[config.mk]
export PLATFORM = sky130hd
export DESIGN_NAME = slot_hotplug_link_tuning_regs
export DESIGN_NICKNAME = d
export VERILOG_FILES = /design/src/hp_regs_pkg.sv /design/src/fts_counter.sv /design/src/slot_event_catch.sv /design/src/slot_hotplug_link_tuning_regs.sv
export VERILOG_INCLUDE_DIRS = /design/src
export SDC_FILE = /design/constraint.sdc
export NUM_CORES = 1
export LEC_CHECK = 0
export CAP_MARGIN = 25
export CELL_PAD_IN_SITES_DETAIL_PLACEMENT = 0
export CELL_PAD_IN_SITES_GLOBAL_PLACEMENT = 2
export CORE_UTILIZATION = 25
export CTS_CLUSTER_SIZE = 10
export DETAILED_ROUTE_END_ITERATION = 8
export DONT_BUFFER_PORTS = 1
export PLACE_DENSITY = 0.51
export SYNTH_ARGS = -nofsm -noshare
export SYNTH_HDL_FRONTEND = slang
export SYNTH_SLANG_ARGS = --single-unit
[constraint.sdc]
create_clock -name pclk -period 2 [get_ports pclk]
set_clock_uncertainty 0.1 [all_clocks]
set_input_delay 0.1 -clock pclk [delete_from_list [all_inputs] [get_ports pclk]]
set_output_delay 0.1 -clock pclk [all_outputs]
set_load 0.05 [all_outputs]
[src/hp_regs_consts.svh]
`ifndef HP_REGS_CONSTS_SVH
`define HP_REGS_CONSTS_SVH

// Byte addresses
`define OFF_SLOT_CAPABILITY   8'hc4
`define OFF_SLOT_CTRL_STAT    8'hc8
`define OFF_LINK_TRAIN_CFG0   8'hcc
`define OFF_LINK_POWER_TMR    8'hd0
`define OFF_LINK_RECOV_LAT    8'hd4
`define OFF_IRQ_STATUS        8'he8
`define OFF_IRQ_MASK          8'hec

// Slot capability fields
`define CAP_ATTN_BUTTON       0
`define CAP_RETENTION_LATCH   2
`define CAP_ATTN_IND          3
`define CAP_PWR_IND           4
`define CAP_HP_CAPABLE        6

// Slot control / status layout
`define SC_EVT_EN_W           5
`define SC_HP_IRQ_EN          5
`define SC_WRITE_MASK         16'h07ff
`define SS_EVT_LSB            16
`define SS_LATCH_STATE        21
`define SS_PRESENCE_STATE     22

// Link training config 0
`define LT0_WRITE_MASK        32'hffff_1fff
`define LT0_RESET             32'h0400_1060
`define LT0_FORCE_CFG         3

// Link power timers
`define LPT_WRITE_MASK        32'hffff_03ff
`define LPT_RESET             32'h0400_0217

// Recovery and exit latency
`define LRL_WRITE_MASK        32'h007f_7fff
`define LRL_RESET             32'h0019_0254

// Fast training sequence symbols
`define FTS_COMMA_K28_5       8'hbc
`define FTS_FILL_K28_1        8'h3c
`define FTS_SYMBOLS           4

`endif

[src/hp_regs_pkg.sv]
package hp_regs_pkg;
   typedef enum logic [1:0] {
      FTS_IDLE,
      FTS_COMMA,
      FTS_FILL
   } fts_state_t;
   typedef logic [31:0] word_t;
endpackage

[src/fts_counter.sv]
`timescale 1ns/1ps
`include "hp_regs_consts.svh"
module fts_counter (
   // Clock and reset
   input  wire logic       pclk,
   input  wire logic       presetn,
   // Control
   input  wire logic       start,
   input  wire logic [7:0] set_count,
   // Symbol stream
   output logic      [7:0] sym_r,
   output logic            sym_valid_r,
   output logic            done_r
);
   hp_regs_pkg::fts_state_t state_r;
   logic [7:0] sets_r;
   logic [1:0] fill_r;

   // One comma then three fillers per ordered set
   always_ff @(posedge pclk or negedge presetn) begin
      if (!presetn) begin
         state_r     <= hp_regs_pkg::FTS_IDLE;
         sets_r      <= 8'h00;
         fill_r      <= 2'h0;
         sym_r       <= 8'h00;
         sym_valid_r <= 1'b0;
         done_r      <= 1'b0;
      end else begin
         done_r      <= 1'b0;
         sym_valid_r <= 1'b0;
         case (state_r)
            hp_regs_pkg::FTS_IDLE: begin
               if (start && set_count != 8'h00) begin
                  sets_r  <= set_count;
                  state_r <= hp_regs_pkg::FTS_COMMA;
               end
            end
            hp_regs_pkg::FTS_COMMA: begin
               sym_r       <= `FTS_COMMA_K28_5;
               sym_valid_r <= 1'b1;
               fill_r      <= 2'(`FTS_SYMBOLS - 1);
               state_r     <= hp_regs_pkg::FTS_FILL;
            end
            hp_regs_pkg::FTS_FILL: begin
               sym_r       <= `FTS_FILL_K28_1;
               sym_valid_r <= 1'b1;
               fill_r      <= fill_r - 2'h1;
               if (fill_r == 2'h1) begin
                  sets_r <= sets_r - 8'h01;
                  if (sets_r == 8'h01) begin
                     done_r  <= 1'b1;
                     state_r <= hp_regs_pkg::FTS_IDLE;
                  end else begin
                     state_r <= hp_regs_pkg::FTS_COMMA;
                  end
               end
            end
            default: state_r <= hp_regs_pkg::FTS_IDLE;
         endcase
      end
   end
endmodule // fts_counter

[src/slot_event_catch.sv]
`timescale 1ns/1ps
`include "hp_regs_consts.svh"
module slot_event_catch (
   // Clock and reset
   input  wire logic       pclk,
   input  wire logic       presetn,
   // Events and clears
   input  wire logic [4:0] evt_in,
   input  wire logic [4:0] clr_in,
   input  wire logic [4:0] evt_en,
   input  wire logic       hp_irq_en,
   // Results
   output logic      [4:0] flags_r,
   output logic            hp_irq_r
);
   // Set wins over a same-cycle clear
   always_ff @(posedge pclk or negedge presetn) begin
      if (!presetn) begin
         flags_r <= 5'h0;
      end else begin
         flags_r <= (flags_r & ~clr_in) | evt_in;
      end
   end

   always_ff @(posedge pclk or negedge presetn) begin
      if (!presetn) begin
         hp_irq_r <= 1'b0;
      end else begin
         hp_irq_r <= hp_irq_en && |(flags_r & evt_en);
      end
   end
endmodule // slot_event_catch

[src/slot_hotplug_link_tuning_regs.sv]
`timescale 1ns/1ps
`include "hp_regs_consts.svh"
module slot_hotplug_link_tuning_regs (
   // APB
   input  wire logic        pclk,
   input  wire logic        presetn,
   input  wire logic        psel,
   input  wire logic        penable,
   input  wire logic        pwrite,
   input  wire logic [7:0]  paddr,
   input  wire logic [31:0] pwdata,
   output logic      [31:0] prdata,
   output logic             pready,
   output logic             pslverr,
   // Strap and slot inputs
   input  wire logic        hotplug_strap,
   input  wire logic [4:0]  slot_evt,
   input  wire logic        retention_latch_state,
   input  wire logic        presence_state,
   // Slot outputs
   output logic      [1:0]  attn_ind_ctrl,
   output logic      [1:0]  pwr_ind_ctrl,
   output logic             pwr_ctrl,
   // Training machine controls
   output logic             hot_reset_en,
   output logic             loopback_en,
   output logic             crosslink_en,
   output logic             force_config_state,
   output logic             debug_mode_sel,
   output logic      [2:0]  lane_neg_attempts,
   output logic      [4:0]  ts1_count,
   output logic      [15:0] l1_entry_timer,
   output logic      [9:0]  l0s_lifetime,
   output logic      [15:0] l1_lifetime,
   output logic      [6:0]  l0s_exit_latency,
   output logic      [6:0]  l1_exit_latency,
   // Fast training sequence stream
   input  wire logic        fts_start,
   output logic      [7:0]  fts_sym,
   output logic             fts_sym_valid,
   output logic             fts_done,
   // Interrupts
   output logic             hp_irq,
   output logic             irq
);
   logic        hp_en_r;
   logic [15:0] slot_ctrl_r;
   logic [31:0] cfg0_r;
   logic [31:0] tmr_r;
   logic [31:0] lat_r;
   logic [31:0] prdata_r;
   logic        pready_r;
   logic        pslverr_r;
   logic [5:0]  irq_stat_r;
   logic [5:0]  irq_mask_r;
   logic        irq_r;
   logic [4:0]  slot_flags;
   logic [4:0]  slot_clr;
   logic        hp_irq_w;
   logic        hp_irq_d_r;
   logic        fts_done_w;
   logic [7:0]  fts_sym_w;
   logic        fts_valid_w;
   logic        setup;
   logic        wr_go;
   logic        known;

   function automatic logic [31:0] masked(input logic [31:0] old_v, input logic [31:0] new_v,
                                          input logic [31:0] mask);
      masked = (old_v & ~mask) | (new_v & mask);
   endfunction

   // Answer one cycle after setup, so no wait state
   assign setup = psel && !penable;
   assign wr_go = psel && penable && pready_r && pwrite;
   assign known = paddr == `OFF_SLOT_CAPABILITY || paddr == `OFF_SLOT_CTRL_STAT ||
                  paddr == `OFF_LINK_TRAIN_CFG0 || paddr == `OFF_LINK_POWER_TMR ||
                  paddr == `OFF_LINK_RECOV_LAT || paddr == `OFF_IRQ_STATUS ||
                  paddr == `OFF_IRQ_MASK;

   // Strap resampled every cycle after reset release; reset clears it
   always_ff @(posedge pclk or negedge presetn) begin
      if (!presetn) begin
         hp_en_r <= 1'b0;
      end else begin
         hp_en_r <= hotplug_strap;
      end
   end

   always_ff @(posedge pclk or negedge presetn) begin
      if (!presetn) begin
         slot_ctrl_r <= 16'h0000;
      end else if (wr_go && paddr == `OFF_SLOT_CTRL_STAT) begin
         slot_ctrl_r <= pwdata[15:0] & `SC_WRITE_MASK;
      end
   end

   always_ff @(posedge pclk or negedge presetn) begin
      if (!presetn) begin
         cfg0_r <= `LT0_RESET;
      end else if (wr_go && paddr == `OFF_LINK_TRAIN_CFG0) begin
         cfg0_r <= masked(cfg0_r, pwdata, `LT0_WRITE_MASK);
      end
   end

   always_ff @(posedge pclk or negedge presetn) begin
      if (!presetn) begin
         tmr_r <= `LPT_RESET;
      end else if (wr_go && paddr == `OFF_LINK_POWER_TMR) begin
         tmr_r <= masked(tmr_r, pwdata, `LPT_WRITE_MASK);
      end
   end

   always_ff @(posedge pclk or negedge presetn) begin
      if (!presetn) begin
         lat_r <= `LRL_RESET;
      end else if (wr_go && paddr == `OFF_LINK_RECOV_LAT) begin
         lat_r <= masked(lat_r, pwdata, `LRL_WRITE_MASK);
      end
   end

   // Slot flags are read-only; the status word clears them too
   assign slot_clr = (wr_go && paddr == `OFF_IRQ_STATUS) ? pwdata[4:0] : 5'h00;

   slot_event_catch u_events (
      .pclk      (pclk),
      .presetn   (presetn),
      .evt_in    (slot_evt),
      .clr_in    (slot_clr),
      .evt_en    (slot_ctrl_r[`SC_EVT_EN_W-1:0]),
      .hp_irq_en (slot_ctrl_r[`SC_HP_IRQ_EN]),
      .flags_r   (slot_flags),
      .hp_irq_r  (hp_irq_w)
   );

   fts_counter u_fts (
      .pclk        (pclk),
      .presetn     (presetn),
      .start       (fts_start),
      .set_count   (lat_r[7:0]),
      .sym_r       (fts_sym_w),
      .sym_valid_r (fts_valid_w),
      .done_r      (fts_done_w)
   );

   // Sticky status: bits 4:0 slot events, bit 5 sequence done; set beats clear
   always_ff @(posedge pclk or negedge presetn) begin
      if (!presetn) begin
         irq_stat_r <= 6'h00;
      end else begin
         irq_stat_r <= (irq_stat_r & ~((wr_go && paddr == `OFF_IRQ_STATUS) ? pwdata[5:0] : 6'h00))
                       | {fts_done_w, slot_evt};
      end
   end

   always_ff @(posedge pclk or negedge presetn) begin
      if (!presetn) begin
         irq_mask_r <= 6'h00;
      end else if (wr_go && paddr == `OFF_IRQ_MASK) begin
         irq_mask_r <= pwdata[5:0];
      end
   end

   always_ff @(posedge pclk or negedge presetn) begin
      if (!presetn) begin
         irq_r      <= 1'b0;
         hp_irq_d_r <= 1'b0;
      end else begin
         irq_r      <= |(irq_stat_r & irq_mask_r);
         hp_irq_d_r <= hp_irq_w;
      end
   end

   // APB response
   always_ff @(posedge pclk or negedge presetn) begin
      if (!presetn) begin
         pready_r  <= 1'b0;
         pslverr_r <= 1'b0;
         prdata_r  <= 32'h0000_0000;
      end else begin
         pready_r  <= setup;
         pslverr_r <= setup && !known;
         if (setup && !pwrite) begin
            case (paddr)
               `OFF_SLOT_CAPABILITY: begin
                  prdata_r <= 32'h0000_0000;
                  prdata_r[`CAP_ATTN_BUTTON]     <= hp_en_r;
                  prdata_r[`CAP_RETENTION_LATCH] <= hp_en_r;
                  prdata_r[`CAP_ATTN_IND]        <= hp_en_r;
                  prdata_r[`CAP_PWR_IND]         <= hp_en_r;
                  prdata_r[`CAP_HP_CAPABLE]      <= hp_en_r;
               end
               `OFF_SLOT_CTRL_STAT: begin
                  prdata_r <= {9'h000, presence_state, retention_latch_state,
                               slot_flags, slot_ctrl_r};
               end
               `OFF_LINK_TRAIN_CFG0: prdata_r <= cfg0_r;
               `OFF_LINK_POWER_TMR:  prdata_r <= tmr_r;
               `OFF_LINK_RECOV_LAT:  prdata_r <= lat_r;
               `OFF_IRQ_STATUS:      prdata_r <= {26'h000_0000, irq_stat_r};
               `OFF_IRQ_MASK:        prdata_r <= {26'h000_0000, irq_mask_r};
               default:              prdata_r <= 32'h0000_0000;
            endcase
         end
      end
   end

   // Registered copies so every output comes from a flip-flop
   always_ff @(posedge pclk or negedge presetn) begin
      if (!presetn) begin
         fts_sym       <= 8'h00;
         fts_sym_valid <= 1'b0;
         fts_done      <= 1'b0;
      end else begin
         fts_sym       <= fts_sym_w;
         fts_sym_valid <= fts_valid_w;
         fts_done      <= fts_done_w;
      end
   end

   assign prdata  = prdata_r;
   assign pready  = pready_r;
   assign pslverr = pslverr_r;
   assign irq     = irq_r;
   assign hp_irq  = hp_irq_d_r;

   assign attn_ind_ctrl      = slot_ctrl_r[7:6];
   assign pwr_ind_ctrl       = slot_ctrl_r[9:8];
   assign pwr_ctrl           = slot_ctrl_r[10];
   assign hot_reset_en       = cfg0_r[0];
   assign loopback_en        = cfg0_r[1];
   assign crosslink_en       = cfg0_r[2];
   assign force_config_state = cfg0_r[`LT0_FORCE_CFG];
   assign debug_mode_sel     = cfg0_r[4];
   assign lane_neg_attempts  = cfg0_r[7:5];
   assign ts1_count          = cfg0_r[12:8];
   assign l1_entry_timer     = cfg0_r[31:16];
   assign l0s_lifetime       = tmr_r[9:0];
   assign l1_lifetime        = tmr_r[31:16];
   assign l0s_exit_latency   = lat_r[14:8];
   assign l1_exit_latency    = lat_r[22:16];
endmodule // slot_hotplug_link_tuning_regs

Yosys cells after proc, flatten, opt, wreduce, memory -nomap -nowiden
Cells that the tools add are included.

operators by class
  $add $sub $neg = 2
  equality and inequality tests = 13
  mux-type cells = 16
  reduce and logical (&&, ||, !) cells = 32
  bitwise operators = 11

operator list
  kind                                                                   count
  32-bit one-hot mux with 7 select lines                                 1
  16-bit by 32-bit OR with 32-bit output                                 2
  8-bit equality test, second input constant                             7
  32-bit by 23-bit OR with 32-bit output                                 1
  8-bit one-hot mux with 2 select lines                                  2
  8-bit 2-to-1 mux                                                       2
  1-bit logical AND                                                      14
  6-bit AND                                                              2
  5-bit AND                                                              2
  8-bit by 1-bit equality test with 1-bit output, second input constant  1
  8-bit nonzero test                                                     1
  8-bit by 1-bit subtractor with 8-bit output, second input constant     1
  1-bit logical OR                                                       6
  6-bit 2-to-1 mux                                                       1
  6-bit NOT                                                              1
  6-bit OR                                                               1
  2-bit one-hot mux with 3 select lines                                  1
  6-bit OR reduction                                                     1
  1-bit 2-to-1 mux                                                       5
  5-bit 2-to-1 mux                                                       1
  5-bit NOT                                                              1
  5-bit OR                                                               1
  5-bit OR reduction                                                     1
  2-bit by 1-bit equality test with 1-bit output, second input constant  2
  11 further kinds                                                       16

word-level totals
  output and inout port bits = 120
  input bits = 54
  bits in registers = 194
  logic and storage cells = 97

Depth between registers and ports, before layout
  word-level depth = 9
  gate-level depth with buffers = 7
  gate-level depth less buffers = 6

Hierarchy
Synthesis repeated with hierarchy kept, for this count alone.

second synthesis, totals
  cell total of the unflattened synthesis = 604
  area total of the unflattened synthesis = 7649.8 µm²

by module, submodules not included
  module                         cells each  area an instance (µm²)  times used  sequential area each (µm²)
  slot_hotplug_link_tuning_regs  476         6387.4                  1           3699.8
  fts_counter                    109         1031.0                  1           400.4
  slot_event_catch               19          231.5                   1           150.1

Worst setup path before layout
Ideal clock, no wire load.

  path type = reg-to-reg
  from = register pready_r, in the netlist pready
  to = register slot_ctrl_r[0]
  data arrival time = 1.787 ns
  data required time = 1.775 ns
  slack = -0.012 ns
  setup time = 0.125 ns
  cell stages (with the launch flop) = 6
  cell sequence = dfrtp_1 -> and4_1 -> nand2_2 -> nor4_2 -> buf_4 -> mux2_2

on the way
  longest elaborated chain between the ends = 3

ends and longest elaborated chain
  what                                RTL line                              RTL
  from (decl)                         slot_hotplug_link_tuning_regs.sv:52   logic pready_r;
  from (signal assigned)              slot_hotplug_link_tuning_regs.sv:181  pready_r <= setup;
  1-bit logical AND (2 in series)     slot_hotplug_link_tuning_regs.sv:75   assign wr_go = psel && penable && pready_r && pwrite;
  1-bit logical AND (no source line)  -
  to (signal assigned)                slot_hotplug_link_tuning_regs.sv:94   slot_ctrl_r <= pwdata[15:0] & `SC_WRITE_MASK;
  to (decl)                           slot_hotplug_link_tuning_regs.sv:47   logic [15:0] slot_ctrl_r;

No other way between the ends.
A chain may end at the register's enable or synchronous reset.

Final worst setup path
  from = register lat_r[2]
  to = register u_fts.state_r[1]

on the way
  longest elaborated chain between the ends = 4

ends and longest elaborated chain
  what                                                       RTL line                              RTL
  from (decl)                                                slot_hotplug_link_tuning_regs.sv:50   logic [31:0] lat_r;
  from (signal assigned)                                     slot_hotplug_link_tuning_regs.sv:116  lat_r <= `LRL_RESET;
  from (signal assigned)                                     slot_hotplug_link_tuning_regs.sv:118  lat_r <= masked(lat_r, pwdata, `LRL_WRITE_MASK);
  8-bit nonzero test                                         fts_counter.sv:33                     if (start && set_count != 8'h00) begin
  1-bit logical AND                                          fts_counter.sv:33
  2-bit by 1-bit != test with 1-bit output (no source line)  -
  2-bit AND reduction (no source line)                       -
  to (signal assigned)                                       fts_counter.sv:35                     state_r <= hp_regs_pkg::FTS_COMMA;
  to (signal assigned)                                       fts_counter.sv:42                     state_r <= hp_regs_pkg::FTS_FILL;
  to (signal assigned)                                       fts_counter.sv:52                     state_r <= hp_regs_pkg::FTS_IDLE;
  to (decl)                                                  fts_counter.sv:15                     hp_regs_pkg::fts_state_t state_r;

No other way between the ends.

==> summary by stage <==
Logic synthesis
The number of distinct library cell variants in the gate-level netlist after synthesis is 66. The number of warnings printed during yosys synthesis is 0. Each instance of the synthesized netlist takes up on average between 10 and 15 sq um. After synthesis, the share of flip-flops with an asynchronous set or reset is 100%. In the synthesized netlist the dominant register cell turns out to be sky130_fd_sc_hd__dfrtp_1.

Of the synthesized area, sequential elements account for roughly 55%. The area of the mapped netlist is 7440 sq um. The post-synthesis sequential element count is 163. The number of flops mapped to enable cells by yosys is 0. The cell count after synthesis is ~600.

Floorplan
The I/O pin count is 174. The count of standard-cell rows is 62. The region available for standard cell placement spans 29,000 sq um. Measured along the x axis, the die boundary spans 174 microns. The initial utilization of the core area, before any placement, comes to between 20 and 30%. The area of the die is roughly 30,000 sq um. The floorplan step set the die height to ~170 microns.

Clocking
The TritonCTS clock tree is yes. The clock-pin slew on the worst setup and hold paths is about 0.07 ns. The clock passes through at most 2 buffers. Counting every sink on the clock net gives 163. In this run, CTS created clock tree buffers numbering 17. In this run, post-CTS hold repair placed 49 buffers. The later pin in the worst-skew pair is clocked with a latency of 0.43 ns.

The tree is rooted in a sky130_fd_sc_hd__clkbuf_16. The number of H-tree levels is 4.

Global routing
The number of antenna violations at the first check in global routing is 0. Entering global routing, the biggest net connects 164 pins. The number of global-route vias before repair is 5,532. The layer with the highest usage is met2. The met1 layer usage reported by global route is 20.7%.

The aggregate global routing overflow is 0. The first global-routing pass estimated between 30,000 and 40,000 microns of wire. The met3 track utilization from global routing is around 4.8%.

For this run, the total global-route usage over all layers was measured as 16.2%. For met2 alone, demand over resource in global routing was about a quarter.

Layout
0 antenna diodes ended up in the layout. At the end of the flow, the number of nets in the layout was 720. Leaving out fill and tap cells, the most frequent cell in the layout is sky130_fd_sc_hd__dfrtp_1. In the layout the commonest cells are 144 x sky130_fd_sc_hd__dfrtp_1, 67 x sky130_fd_sc_hd__mux2_2, 49 x sky130_fd_sc_hd__dlygate4sd3_1, 44 x sky130_fd_sc_hd__nand2_1, 43 x sky130_fd_sc_hd__buf_4. The layout-stage area growth over the synthesis result is 21.4%. The proportion of layout cells with a drive suffix above 1 is approximately 27%.

Cells fill 31.1% of the core in the end.

Routing
In the routed design, unresolved DRC markers number 0. The detailed-routing iteration count for the pre-antenna-repair pass is 6. The total number of vias is 5,216. The per-cell routed wire length is 22.9 microns. Once detail routing completed, the nets flagged for antenna violations numbered 0. The first routing iteration left 335 violations. In the routed layout, each cell is associated on average with a via count of 4.94. The aggregate routed wire length is roughly 24,000 microns.

Worst hold path
The worst hold path belongs to the class primary input to async pin.

Setup path
The worst setup path is captured at a flip-flop. STA classifies the critical path startpoint as a flip-flop. The required time reported for the critical path endpoint is 2.21 ns. In this run the worst path has a maximum fanout of 4. The kind of critical path is flip-flop to flip-flop. The data arrival time of the critical path is between 2 and 2.5 ns.

Job
The max capacitance violation total is 0.

Place
The last weighted congestion value of the routability-driven placer is 0.776. The half-perimeter wire length after detailed placement is 16,400 microns. The count of buffers from port buffering is 0.

Timing
The final max-slew violation count is 0. Setup total negative slack on the finished layout was measured at 0 ns. For the finished layout, the period the worst path requires is 1.92 ns. Setup repair after global routing left no endpoint under its margin. Setup violations remaining at the end of the flow were counted as 0. The number of hold violations in the final report was 163.

The normalized max-slew margin is between 60 and 70%. For this run, the top clock speed supported by timing is roughly 520 MHz. Final hold analysis gives a worst-case slack of -0.731 ns. The share of the clock period used by the worst path is 95.9%. The slew at the pin with the worst max-slew slack is 0.560 ns.

Run status
The checks that failed: negative hold slack. The run finished, with violations left.

Power and ir drop
Dividing total power by cell area gives a power density of 781 nW/um^2. In this run the static leakage power is 0.00403 uW. The worst-case IR drop observed on VDD is between 0.4 and 0.5 mV.
per-layer routing:
metal  wire [microns]  up-vias  share of wire (%)
met5                0        -                  0
li1                 -     2297                  -
met4              238        0               0.98
met2            11800      180                 49
met3             1580       17                6.5
met1            10600     2722                 44
sequential cells by signal, indices dropped and copies added, names as in the netlist, 2 cells and up:
register          cells
fts_sym               2
slot_ctrl_r          11
u_fts.sets_r          8
u_fts.sym_r           2
cfg0_r               29
prdata               32
u_events.flags_r      5
lat_r                22
u_fts.state_r         2
tmr_r                26
irq_stat_r            6
u_fts.fill_r          2
irq_mask_r            6
path summary, 6_finish.rpt:
kind                                    from                to  slack [ns]  depth (start not counted)
min in group pclk                   paddr[2]         prdata[0]        0.02                          4
setup reg to reg                    lat_r[2]  u_fts.state_r[1]        0.08                          5
setup / recovery                    lat_r[2]  u_fts.state_r[1]        0.08                          5
hold reg to reg            u_fts.sym_valid_r     fts_sym_valid        0.26                          0
hold / removal                       presetn     fts_sym_valid       -0.73                          0
max in group asynchronous            presetn        cfg0_r[26]        2.24                          0
worst max-delay path: stages (launching register included):
cell,delay (ns)
sky130_fd_sc_hd__dfstp_2,0.39
sky130_fd_sc_hd__or4_4,0.54
sky130_fd_sc_hd__o21ai_2,0.22
sky130_fd_sc_hd__buf_4,0.17
sky130_fd_sc_hd__a21oi_2,0.07
sky130_fd_sc_hd__mux2_4,0.32
metrics by stage:
| step | setup slack [ns] | cells | power (uW) | hold WS [ns] | area (sq um) |
|---|---|---|---|---|---|
| finish | 0.0815 | 1056 | 7050 | -0.731 | 9030 |
| global route | 0.0319 | 1056 | 7330 | -0.759 | 9030 |
| CTS | 0.0138 | 1056 | 7180 | -0.755 | 9020 |
| detailed placement | 0.0440 | 975 | 3590 | -0.288 | 7940 |
| global placement | 0.106 | 975 | 3590 | -0.289 | 7940 |
| floorplan | 0.132 | 603 | 3550 | -0.296 | 7440 |
synthesized netlist by cell type, types with 6 or more instances:
cell / n / share of area [%]
sky130_fd_sc_hd__a21o_1: 11 / 1.1
sky130_fd_sc_hd__a21oi_1: 14 / 0.94
sky130_fd_sc_hd__a222oi_1: 11 / 1.5
sky130_fd_sc_hd__a22o_1: 10 / 1.2
sky130_fd_sc_hd__a22oi_1: 16 / 1.6
sky130_fd_sc_hd__buf_2: 8 / 0.54
sky130_fd_sc_hd__buf_4: 29 / 2.9
sky130_fd_sc_hd__clkbuf_1: 16 / 0.81
sky130_fd_sc_hd__dfrtp_1: 146 / 49
sky130_fd_sc_hd__dfstp_2: 17 / 6.0
sky130_fd_sc_hd__ha_1: 7 / 1.2
sky130_fd_sc_hd__inv_1: 11 / 0.56
sky130_fd_sc_hd__mux2_1: 30 / 4.5
sky130_fd_sc_hd__mux2_2: 67 / 10
sky130_fd_sc_hd__mux2i_1: 13 / 1.7
sky130_fd_sc_hd__nand2_1: 44 / 2.2
sky130_fd_sc_hd__nand3_1: 10 / 0.67
sky130_fd_sc_hd__nor2_1: 15 / 0.76
sky130_fd_sc_hd__nor3_1: 6 / 0.40
sky130_fd_sc_hd__o21ai_0: 36 / 2.4
layout make-up:
| type | count | area, sq um |
|---|---|---|
| fillers | 3000 | 20000 |
| flip-flops and latches | 163 | 4100 |
| multi-input cells | 371 | 2930 |
| repair buffers | 95 | 873 |
| well taps | 384 | 480 |
| clock buffers | 17 | 425 |
| clock inverters | 15 | 170 |
| inverters | 11 | 41.3 |
where the power goes:
part | internal, uW | switching, uW
combinational | 125 | 153
clock | 1880 | 1530
sequential | 3310 | 53.5
cell families (layout without fill, tap and decap cells):
kind of cell	Yosys count	after routing	share of synthesized area, %
compound gates	130	130	12.1
fa+ha+maj	7	7	1.18
buf+inv	69	138	5.59
flops	163	163	55.1
mux	112	112	16.9
other cells	1	3	0.0504
simple gates	119	119	8.95
what timing repair did:
item	in CTS	in global routing
gates resized for setup	0	2
setup endpoints to repair	0	5
setup buffers	0	0
endpoints found under the hold margin	285	163
(Power assumes the default switching activity.)
